==> src/hpir_pkg.sv <==
// constants, field layouts and carrier types of the host port interrupt routing and mailbox block
// What this block does
// - a set host routing bit sends that engine interrupt to host_port_irq and the status port
// - routing register is written and read by host port; cpu may only read it
// - routing chooses destination only; enabling stays with the usb_engine enable setting
// - bit 15 moves vbus interrupt, bit 14 moves id interrupt to the host port
// - engine 2 sof/eop: bit 13 to host port, bit 12 to cpu, both allowed
// - engine 1 sof/eop: bit 11 to host port, bit 10 to cpu, both allowed
// - bit 9 moves engine 2 bus reset, bit 1 engine 1 bus reset to host port
// - bit 7 moves host engine 2 resume, bit 6 engine 1 resume to host port
// - bit 3 moves engine2_complete, bit 2 engine1_complete to host port
// - byte swap bits 8 and 0 equal; 00 normal lanes, 11 lanes exchanged
// - any cpu write to an engine_message register sets its flag and raises host_port_irq
// - an engine_message flag clears when the host port reads that register
// - mailbox receive-full fires on host write, clears on cpu mailbox read
// - mailbox transmit-empty fires on host read, clears on cpu mailbox write
// - cpu mailbox write raises host_port_irq until the host reads the mailbox
// - status port readable only from the host side, never by the cpu
// - status port reads make no internal memory access cycle
// - status bit 15 shows vbus above 4.4v; wait 10 us after switching vbus on
// - status bit 14 follows the otg id pin level
// - status bits 12 and 10 show sof/eop interrupt pending on engine 2 and 1
// - status bit 8 flags incoming mailbox message, cleared by cpu mailbox read
// - status bit 0 flags outgoing mailbox message, cleared by host mailbox read
// - status bits 5 and 4 show engine message writes, cleared on host read
package hpir_pkg;
	localparam logic [15:0] HPIR_ROUTE_ADDR = 16'h0142;
	localparam logic [15:0] HPIR_MSG1_ADDR = 16'h0144;
	localparam logic [15:0] HPIR_MSG2_ADDR = 16'h0148;
	localparam logic [15:0] HPIR_MBOX_ADDR = 16'hc0c6;
	// reset value of the routing register: sof/eop to cpu only, normal bytes
	localparam logic [15:0] HPIR_ROUTE_RESET = 16'h1400;
	localparam int HPIR_VBUS = 15;
	localparam int HPIR_ID = 14;
	localparam int HPIR_SOF2_HP = 13;
	localparam int HPIR_SOF2_CPU = 12;
	localparam int HPIR_SOF1_HP = 11;
	localparam int HPIR_SOF1_CPU = 10;
	localparam int HPIR_RST2 = 9;
	localparam int HPIR_SWAP_HI = 8;
	localparam int HPIR_RES2 = 7;
	localparam int HPIR_RES1 = 6;
	localparam int HPIR_MSG2 = 5;
	localparam int HPIR_MSG1 = 4;
	localparam int HPIR_ENGINE2_COMPLETE = 3;
	localparam int HPIR_ENGINE1_COMPLETE = 2;
	localparam int HPIR_RST1 = 1;
	localparam int HPIR_SWAP_LO = 0;
	// status bit 8 is the incoming mailbox flag, bit 0 the outgoing one
	localparam int HPIR_MBOX_IN = 8;
	localparam int HPIR_MBOX_OUT = 0;
	// vbus settle time after switching on, obeyed by software
	localparam int HPIR_VBUS_SETTLE_US = 10;
	localparam int HPIR_CLK_MHZ = 100;
	localparam int HPIR_VBUS_SETTLE_CYC = HPIR_VBUS_SETTLE_US * HPIR_CLK_MHZ;

	// one access on either memory port
	typedef struct packed {
		logic wr;
		logic rd;
		logic [15:0] addr;
		logic [15:0] wdata;
	} hpir_acc_t;

	// level interrupt sources from the usb engines and otg logic
	typedef struct packed {
		logic vbus;
		logic id;
		logic sof2;
		logic sof1;
		logic rst2;
		logic rst1;
		logic res2;
		logic res1;
		logic engine2_complete;
		logic engine1_complete;
	} hpir_src_t;

	// whole state of the block
	typedef struct packed {
		logic [15:0] route;
		logic [15:0] mbox;
		logic msg1;
		logic msg2;
		logic mbox_in;
		logic mbox_out;
		logic rx_full;
		logic tx_empty;
		logic [2:0] id_sync;
		logic id_level;
		logic [2:0] vbus_sync;
		logic vbus_level;
		logic [15:0] hp_rdata;
		logic [15:0] cpu_rdata;
		logic host_irq;
		hpir_src_t to_cpu;
	} hpir_state_t;
endpackage

==> src/hpir_core.sv <==
// host port interrupt routing, engine messages, mailbox and host status port
`timescale 1ns/1ns
`default_nettype none
module hpir_core (
	// clock and reset
	input wire logic core_clk,
	input wire logic rst_n,
	// host port access, swap applied on the data lines
	input wire hpir_pkg::hpir_acc_t hp_acc,
	input wire logic hp_status_rd,
	output logic [15:0] hp_rdata,
	output logic host_port_irq,
	// on-chip cpu access
	input wire hpir_pkg::hpir_acc_t cpu_acc,
	output logic [15:0] cpu_rdata,
	// interrupt sources and their cpu side copies
	input wire hpir_pkg::hpir_src_t src,
	output var hpir_pkg::hpir_src_t to_cpu,
	// otg pins from outside the clock domain
	input wire logic otg_id_pin,
	input wire logic vbus_valid_pin,
	// mailbox receive-full and transmit-empty interrupt levels
	output logic mbox_rx_full,
	output logic mbox_tx_empty
);
	import hpir_pkg::*;

	hpir_state_t cur;
	hpir_state_t next_cur;

	// byte lane exchange, used on both directions of the host data lines
	function automatic logic [15:0] lane(input logic [15:0] d, input logic swap);
		lane = swap ? {d[7:0], d[15:8]} : d;
	endfunction

	// address decode shared by both ports
	function automatic logic hit(input hpir_acc_t a, input logic [15:0] at);
		hit = a.addr == at;
	endfunction

	logic swap;
	logic [15:0] hp_wd;
	logic [15:0] status;
	logic [15:0] route;
	logic hp_mbox_wr;
	logic hp_mbox_rd;
	logic cpu_mbox_wr;
	logic cpu_mbox_rd;

	// swap acts only when both bits agree on 11, so a mismatched pair stays unswapped
	assign swap = cur.route[HPIR_SWAP_HI] & cur.route[HPIR_SWAP_LO];
	assign hp_wd = lane(hp_acc.wdata, swap);
	assign route = cur.route;
	assign hp_mbox_wr = hp_acc.wr & hit(hp_acc, HPIR_MBOX_ADDR);
	assign hp_mbox_rd = hp_acc.rd & hit(hp_acc, HPIR_MBOX_ADDR);
	assign cpu_mbox_wr = cpu_acc.wr & hit(cpu_acc, HPIR_MBOX_ADDR);
	assign cpu_mbox_rd = cpu_acc.rd & hit(cpu_acc, HPIR_MBOX_ADDR);

	// status word: only routed engine flags show, sources are already enable gated
	always_comb begin
		status = '0;
		status[HPIR_VBUS] = cur.vbus_level;
		status[HPIR_ID] = cur.id_level;
		status[HPIR_SOF2_CPU] = src.sof2 & route[HPIR_SOF2_HP];
		status[HPIR_SOF1_CPU] = src.sof1 & route[HPIR_SOF1_HP];
		status[HPIR_RST2] = src.rst2 & route[HPIR_RST2];
		status[HPIR_MBOX_IN] = cur.mbox_in;
		status[HPIR_RES2] = src.res2 & route[HPIR_RES2];
		status[HPIR_RES1] = src.res1 & route[HPIR_RES1];
		status[HPIR_MSG2] = cur.msg2;
		status[HPIR_MSG1] = cur.msg1;
		status[HPIR_ENGINE2_COMPLETE] = src.engine2_complete & route[HPIR_ENGINE2_COMPLETE];
		status[HPIR_ENGINE1_COMPLETE] = src.engine1_complete & route[HPIR_ENGINE1_COMPLETE];
		status[HPIR_RST1] = src.rst1 & route[HPIR_RST1];
		status[HPIR_MBOX_OUT] = cur.mbox_out;
	end

	// next state
	always_comb begin
		next_cur = cur;
		// three stage synchronisers, a change counts when stages two and three agree
		next_cur.id_sync = {cur.id_sync[1:0], otg_id_pin};
		next_cur.vbus_sync = {cur.vbus_sync[1:0], vbus_valid_pin};
		if (cur.id_sync[2] == cur.id_sync[1]) begin
			next_cur.id_level = cur.id_sync[2];
		end
		if (cur.vbus_sync[2] == cur.vbus_sync[1]) begin
			next_cur.vbus_level = cur.vbus_sync[2];
		end
		// routing register: host port writes, cpu writes ignored
		if (hp_acc.wr && hit(hp_acc, HPIR_ROUTE_ADDR)) begin
			next_cur.route = hp_wd;
		end
		// message flags: host read clears, cpu write sets and wins the same cycle
		if (hp_acc.rd && hit(hp_acc, HPIR_MSG1_ADDR)) begin
			next_cur.msg1 = 1'b0;
		end
		if (hp_acc.rd && hit(hp_acc, HPIR_MSG2_ADDR)) begin
			next_cur.msg2 = 1'b0;
		end
		if (cpu_acc.wr && hit(cpu_acc, HPIR_MSG1_ADDR)) begin
			next_cur.msg1 = 1'b1;
		end
		if (cpu_acc.wr && hit(cpu_acc, HPIR_MSG2_ADDR)) begin
			next_cur.msg2 = 1'b1;
		end
		// mailbox data: last writer wins, host write takes priority on a tie
		if (cpu_mbox_wr) begin
			next_cur.mbox = cpu_acc.wdata;
		end
		if (hp_mbox_wr) begin
			next_cur.mbox = hp_wd;
		end
		// incoming mailbox and receive-full: cleared by cpu read, set by host write
		if (cpu_mbox_rd) begin
			next_cur.mbox_in = 1'b0;
			next_cur.rx_full = 1'b0;
		end
		if (hp_mbox_wr) begin
			next_cur.mbox_in = 1'b1;
			next_cur.rx_full = 1'b1;
		end
		// outgoing mailbox and transmit-empty
		if (hp_mbox_rd) begin
			next_cur.mbox_out = 1'b0;
		end
		if (cpu_mbox_wr) begin
			next_cur.mbox_out = 1'b1;
			next_cur.tx_empty = 1'b0;
		end
		if (hp_mbox_rd) begin
			next_cur.tx_empty = 1'b1;
		end
		// host side read data; the status port never touches the cpu memory path
		next_cur.hp_rdata = '0;
		if (hp_status_rd) begin
			next_cur.hp_rdata = lane(status, swap);
		end else if (hp_acc.rd && hit(hp_acc, HPIR_ROUTE_ADDR)) begin
			next_cur.hp_rdata = lane(cur.route, swap);
		end else if (hp_mbox_rd) begin
			next_cur.hp_rdata = lane(cur.mbox, swap);
		end
		// cpu side read data; no path to the status word exists here
		next_cur.cpu_rdata = '0;
		if (cpu_acc.rd && hit(cpu_acc, HPIR_ROUTE_ADDR)) begin
			next_cur.cpu_rdata = cur.route;
		end else if (cpu_mbox_rd) begin
			next_cur.cpu_rdata = cur.mbox;
		end
		// host pin: or of every pending host side flag
		next_cur.host_irq = (src.vbus & route[HPIR_VBUS])
			| (src.id & route[HPIR_ID])
			| (|status[HPIR_SOF2_CPU:HPIR_RST2])
			| (|status[HPIR_RES2:HPIR_RST1])
			| cur.mbox_out;
		// cpu copies: routing only picks the destination, enables live upstream
		next_cur.to_cpu = src;
		next_cur.to_cpu.vbus = src.vbus & ~route[HPIR_VBUS];
		next_cur.to_cpu.id = src.id & ~route[HPIR_ID];
		next_cur.to_cpu.sof2 = src.sof2 & route[HPIR_SOF2_CPU];
		next_cur.to_cpu.sof1 = src.sof1 & route[HPIR_SOF1_CPU];
		next_cur.to_cpu.rst2 = src.rst2 & ~route[HPIR_RST2];
		next_cur.to_cpu.rst1 = src.rst1 & ~route[HPIR_RST1];
		next_cur.to_cpu.res2 = src.res2 & ~route[HPIR_RES2];
		next_cur.to_cpu.res1 = src.res1 & ~route[HPIR_RES1];
		next_cur.to_cpu.engine2_complete = src.engine2_complete & ~route[HPIR_ENGINE2_COMPLETE];
		next_cur.to_cpu.engine1_complete = src.engine1_complete & ~route[HPIR_ENGINE1_COMPLETE];
	end

	// state register; reset routes everything to the cpu with normal byte order
	always_ff @(posedge core_clk or negedge rst_n) begin
		if (!rst_n) begin
			cur <= '0;
			cur.route <= HPIR_ROUTE_RESET;
		end else begin
			cur <= next_cur;
		end
	end

	assign hp_rdata = cur.hp_rdata;
	assign cpu_rdata = cur.cpu_rdata;
	assign host_port_irq = cur.host_irq;
	assign to_cpu = cur.to_cpu;
	assign mbox_rx_full = cur.rx_full;
	assign mbox_tx_empty = cur.tx_empty;
endmodule // hpir_core
`default_nettype wire

==> config.mk <==
export PLATFORM = sky130hd
export DESIGN_NAME = hpir_core
export DESIGN_NICKNAME = d
export VERILOG_FILES = /design/src/hpir_pkg.sv /design/src/hpir_core.sv
export SDC_FILE = /design/constraint.sdc
export NUM_CORES = 1
export LEC_CHECK = 0
export BUFFER_PORTS_ARGS = -buffer_cell sky130_fd_sc_hd__buf_2
export CAP_MARGIN = 20
export CORE_ASPECT_RATIO = 0.8
export CORE_UTILIZATION = 59
export CTS_BUF_LIST = sky130_fd_sc_hd__clkbuf_8
export DETAILED_ROUTE_END_ITERATION = 10
export GPL_TIMING_DRIVEN = 0
export MAX_ROUTING_LAYER = met4
export PLACE_DENSITY = 0.93
export SLEW_MARGIN = 10
export SYNTH_ARGS = -nofsm -noshare
export SYNTH_HDL_FRONTEND = slang
export SYNTH_SLANG_ARGS = --single-unit
==> constraint.sdc <==
create_clock -name core_clk -period 4.6 [get_ports core_clk]
set_input_delay 0 -clock core_clk [delete_from_list [all_inputs] [get_ports core_clk]]
set_output_delay 0 -clock core_clk [all_outputs]
set_load 0.01 [all_outputs]
==> flow_metrics.tcl, run 1 <==
set metrics [dict create \
    status "finished clean" \
    synth_area_leader_cell "dfrtp_1" \
    whs_ns 0.0209 \
    relSlewSlack_pct 58.7 \
    crit_path_end_kind "register" \
    pin_count 128 \
    grt_pass1_wl_um 23400 \
    initial_core_util_pct 61.4 \
    hold_class "input port to register" \
    synth_area_leaders "dfrtp_1 (44%), mux2i_1 (8.7%), buf_4 (6.6%)" \
    place_area_um2 5720 \
    syn_inst 482 \
    overflow 0 \
    dr.pass1.iters 6 \
    grt_max_degree 50 \
    slew_viol_final 0 \
    ys_types 51 \
    n_antenna_cell 0 \
    syn_area_per_cell_um2 10.2 \
    antenna_found_initial 0 \
    synth_top_area_share_pct 43.7 \
    worstSetupPathType "register to register" \
    p_leak_nw 3.11 \
    final.min_clock_period_ns 2.39 \
    cts_sinks 88 \
    setup.worst_path.start_class "register" \
    synth_edf_count 0 \
    grt_pass1_vias 4592 \
    max-vdd-ir-drop_v 0.000211 \
    synthArstFlopShare_pct 100 \
    pre_cts_ws_ns 2.39 \
    ys_seq_elements 88 \
    setup_viol 0 \
    top_layer "met4" \
    grt_usage_pct 36.1 \
    maxCapViolCount 0 \
    fin_area_um2 6260 \
    nNetsFinal 736 \
    finalWorstSetupSlack_ns 2.21 \
    cts.clk_slew.worst_paths_ns 0.09 \
    wl_met3_um 1620 \
    coreArea_um2 8020 \
    wl_met1_um 5840 \
    clock_latency_ns 0.36 \
    cts_tree "done" \
    crit_arrival_ns 2.64 \
    areaGrowthSynthToFinish_pct 27.1 \
    finalSetupTns_ns 0 \
    viasPerCell 6.16 \
    ys_seq_area_share_pct 44.8 \
    fmax_ghz 0.419 \
    num_rows 29 \
    worst_pin_slew_ns 0.615 \
    ys.flop_type "dfrtp_1" \
    io_buffers 126 \
    final_util_pct 78.1 \
    die_h_um 83.7 \
    hold_depth 3 \
    die_area_um2 8720 \
    place.gp.congestion 0.976 \
    met2WireLength_um 6840 \
    hold_violations 0 \
    clockBufferDepth 2 \
    num_vias 4716 \
    cts_resized 0 \
    required_ns 4.85 \
    grt_setup_unrepaired "no" \
    cts_setup_buffers 0 \
    synth_warnings 0 \
    die_width_um 104 \
    root_buffer "clkbuf_8" \
    crit_fanout 10 \
    routed_wire_length_per_instance_um 19.2 \
    htree_num_levels 3 \
    cts_made_buffers 9 \
    synth_nets 565 \
    finClkSkew_ns 0.0108 \
    wl_um 14700 \
    drive_gt1_share_pct 34.2 \
    drc 0 \
    drtIter0Drc 418 \
    min_period_over_period_pct 51.9 \
    postCtsHoldBufs 33 \
    netlist_area_um2 4920 \
    r2r_cells 6 \
    power.density_nw_per_um2 239 \
    dp_hpwl_um 10600 \
    ant_nets 0 \
]
[routing by layer]
metal	vias up	GRT usage (%)
met5	-	-
met4	0	12.3
met2	338	56.2
met1	2246	46.0
li1	2073	-
met3	59	9.84
[placed cells by master, fill, tap and decap left out, types with 3 or more instances in the layout]
cell	netlist	final
o221ai_1	9	9
dfrtp_1	86	86
mux2i_1	43	43
nor2_1	11	11
clkbuf_1	11	11
clkbuf_8	0	10
a32oi_1	16	16
and3_1	16	16
nand2b_1	7	7
nand3_1	14	14
dlygate4sd3_1	0	33
a22o_1	16	16
o21ai_0	54	54
nand2_1	23	23
buf_2	17	142
mux2_2	4	4
o211ai_1	6	6
nor2b_1	8	8
inv_6	0	3
nand4_1	5	5
buf_4	43	44
nor3_1	5	5
a21oi_1	16	16
o21ai_1	10	10
and2_1	23	23
[synthesized netlist by cell type (all sizes together), types with 2 or more instances]
cell type	count
dfstp	2
o211ai	6
maj3	2
nor3	6
o221ai	9
and3	16
and2	23
a21oi	16
o41ai	2
nand3	15
mux2i	43
or4b	2
nor3b	2
buf	62
nor4	4
nand3b	2
clkbuf	11
a22o	16
mux2	4
o22ai	2
o21ai	64
nor2b	8
dfrtp	86
nor2	12
nor4b	4
nand4	5
a32oi	16
or3	2
nand2b	7
nand2	25
or4	2
[through the flow]
| step | power (W) | instances |
|---|---|---|
| 2_1_floorplan | 0.000843 | 482 |
| 3_3_place_gp | 0.000911 | 716 |
| 3_5_place_dp | 0.000920 | 717 |
| 4_1_cts | 0.00149 | 766 |
| 5_1_grt | 0.00154 | 766 |
| 6_report | 0.00150 | 766 |
[sequential cells by signal, summed over array words and instances (netlist names)]
name,count
cur,27
mbox_tx_empty,1
mbox_rx_full,1
to_cpu,10
host_port_irq,1
hp_rdata,16
cpu_rdata,16
route,16
[report_power, final]
group / internal [W] / leakage [nW] / total (W) / switching, W
Clock: 0.000273 / 0.104 / 0.000571 / 0.000299
Sequential: 0.000783 / 1.18 / 0.000788 / 0.00000542
Combinational: 0.0000707 / 1.83 / 0.000139 / 0.0000680
Total: 0.00113 / 3.11 / 0.00150 / 0.000372
[critical path, stage by stage (launching register included)]
cell and delay [ns]:
dfrtp_1 0.36, buf_2 0.18, nand2_1 0.39, buf_2 0.41, mux2i_1 0.30, dlygate4sd3_1 0.58
o21ai_1 0.05
[cells by family (layout without fill, tap and decap cells)]
logic type	after synthesis	count (layout)	synth area share, %
compound gates	133	133	17.3
fa+ha+maj	2	2	0.407
buf+inv	74	250	9.50
flops	88	88	44.8
mux	47	47	9.65
simple gates	138	138	18.4
[final timing paths]
check                      startpoint   endpoint  slack, ns
setup / recovery             route[0]  route[11]       2.21
hold / removal              hp_acc[2]   route[2]       0.02
setup reg to reg             route[0]  route[11]       2.21
hold reg to reg               cur[48]    cur[49]       0.37
max in group asynchronous       rst_n  route[12]       3.76
min in group asynchronous       rst_n    cur[47]       0.16
[area by class of cell]
cell class | count | area [um2]
Multi-Input combinational cell | 320 | 2250
Clock buffer | 10 | 138
Clock inverter | 6 | 72.6
Tap cell | 108 | 135
Inverter | 1 | 3.75
Fill cell | 549 | 1760
Buffer | 73 | 464
Timing Repair Buffer | 160 | 991
Sequential cell | 88 | 2200
(Power assumes the default switching activity.)
==> run 2, diff against run 1 <==
CORE_UTILIZATION = 50   (was 59)
PLACE_DENSITY = 0.84   (was 0.93)
clock period = 1.93 ns   (was 4.6 ns; I/O delays follow)
==> run 2 against run 1 <==
  * First-iteration DRC count down 5.0%
  * Count of clock-buffer cells in the layout down 1
  * Clock skew down 0.0012 ns
  * Sequential share of layout area down 0.45 points
  * Critical path depth up 1
  * Register-to-register slack worse by 2.2 ns
  * Worst hold slack worse by 0.0022 ns
  * Clock power rose to 2.7 times the previous value
  * Worst setup slack worse by 2.2 ns
  * Core utilization down 12 points
  * Routed wire length down 2.8%
  * Fmax up 25%
==> flow_metrics.tcl, run 2 (synthesis gave the netlist of run 1 again) <==
set metrics [dict create \
    initial_core_util_pct 51.2 \
    antenna_found_initial 0 \
    top_register "cur" \
    die_area_um2 10300 \
    wl_um 14300 \
    drc 0 \
    drtIter0Drc 397 \
    maxCapViolCount 0 \
    die_width_um 113 \
    required_ns 2.18 \
    fmax_ghz 0.522 \
    crit_fanout 10 \
    drive_gt1_share_pct 35.1 \
    slew_viol_final 0 \
    pin_count 128 \
    num_rows 32 \
    status "finished clean" \
    grt_usage_pct 29.8 \
    htree_num_levels 3 \
    final_util_pct 66.0 \
    grt_max_degree 52 \
    place.gp.congestion 0.948 \
    r2r-start "route[8]" \
    worst_pin_slew_ns 0.665 \
    hold_violations 0 \
    min_period_over_period_pct 99.2 \
    crit_start "route[8]" \
    final_cell_mix "buf_2 (137), dfrtp_1 (86), o21ai_0 (51)" \
    layout_commonest_cell "buf_2" \
    grt_setup_unrepaired "yes" \
    p_leak_nw 3.15 \
    relSlewSlack_pct 55.4 \
    max-vdd-ir-drop_v 0.000378 \
    crit_arrival_ns 2.17 \
    crit_path_end_kind "register" \
    r2r_cells 7 \
    timing.rr.end "cur[61]" \
    finalWorstSetupSlack_ns 0.0156 \
    cts_sinks 88 \
    cts_tree "done" \
    finClkSkew_ns 0.00957 \
    grt_pass1_wl_um 22400 \
    overflow 0 \
    p_clk_share_pct 40.8 \
    dp_hpwl_um 10700 \
    pre_cts_ws_ns -0.159 \
    grt_pass1_vias 4214 \
    die_h_um 90.8 \
    clock_latency_ns 0.36 \
    largest_reg_flops 27 \
    clockBufferDepth 2 \
    viasPerCell 5.89 \
    nNetsFinal 736 \
    swShare_pct 22.3 \
    coreArea_um2 9610 \
    cts.clk_slew.worst_paths_ns 0.09 \
    ant_nets 0 \
    dr.pass1.iters 6 \
    n_antenna_cell 0 \
    total_power_w 0.00373 \
    setup.worst_path.start_class "register" \
    areaGrowthSynthToFinish_pct 28.8 \
    io_buffers 126 \
    num_vias 4576 \
    cts_made_buffers 9 \
    p_int_w 0.00290 \
    power.density_nw_per_um2 588 \
    hold_class "input port to register" \
    setup_viol 0 \
    power.switching_w 0.000832 \
    p_seq_share_pct 50.3 \
    endpoint "cur[61]" \
    final.min_clock_period_ns 1.91 \
    root_buffer "clkbuf_8" \
    worstSetupPathType "register to register" \
    rrSetupSlack_ns 0.02 \
    routed_wire_length_per_instance_um 18.4 \
    combPwrFrac_pct 8.8 \
]
[run 2: layout make-up]
type / instances / area [um2]
fillers: 783 / 3270
multi-input cells: 320 / 2270
flip-flops and latches: 88 / 2200
repair buffers: 160 / 983
plain buffers: 73 / 488
well taps: 119 / 149
clock buffers: 9 / 124
clock inverters: 7 / 119
inverters: 1 / 3.75
[run 2: worst min path at each step]
| stage | from | end | slack, ns | depth (start not counted) |
|---|---|---|---|---|
| after floorplan | rst_n | cpu_rdata[0] | -0.30 | 0 |
| after global placement | vbus_valid_pin | cur[44] | 0.11 | 1 |
| after detailed placement | rst_n | to_cpu[3] | 0.003 | 1 |
| after CTS | hp_acc[2] | route[10] | 0.0007 | 3 |
| after global routing | hp_acc[1] | route[1] | 0.04 | 3 |
| final | hp_acc[4] | route[12] | 0.02 | 3 |
[run 2: metal layers]
metal | global-route usage, % | vias to the layer above | part of all wire, %
li1 | - | 2071 | -
met1 | 40.9 | 2200 | 43
met2 | 45.6 | 279 | 46
met3 | 6.98 | 26 | 9.5
met4 | 6.03 | 0 | 1.7
met5 | - | - | 0
[run 2: power by group through the flow]
stage          logic [W]  clock network [W]  registers, W
2_1_floorplan  0.0000980                  0       0.00191
3_3_place_gp    0.000264                  0       0.00191
3_5_place_dp    0.000280                  0       0.00191
4_1_cts         0.000321            0.00153       0.00188
5_1_grt         0.000360            0.00162       0.00188
6_report        0.000330            0.00152       0.00188
[run 2: what timing repair did]
action                     4_1_cts  5_1_grt
setup endpoints to repair       17       30
resized for setup                4       14
setup buffers                    0        3
hold endpoints to repair        59        1
pin swaps                        0        1
hold buffers                    28        2
[run 2: critical path, stage by stage (launching register included)]
cell and delay, ns:
dfrtp_1 0.33, clkbuf_4 0.20, and2_1 0.13, buf_2 0.20
buf_4 0.27, mux2i_1 0.36, and3_1 0.25, a21oi_1 0.05
[run 2: through the flow]
step                      hold WS (ns)  TNS (ns)  instances  cell area (um2)
after floorplan                 -0.296         0        482             4920
after global placement           0.111    -0.686        727             5700
after detailed placement       0.00322    -0.887        728             5730
after CTS                     0.000670         0        772             6270
after global routing            0.0360    -0.207        777             6340
final                           0.0187         0        777             6340
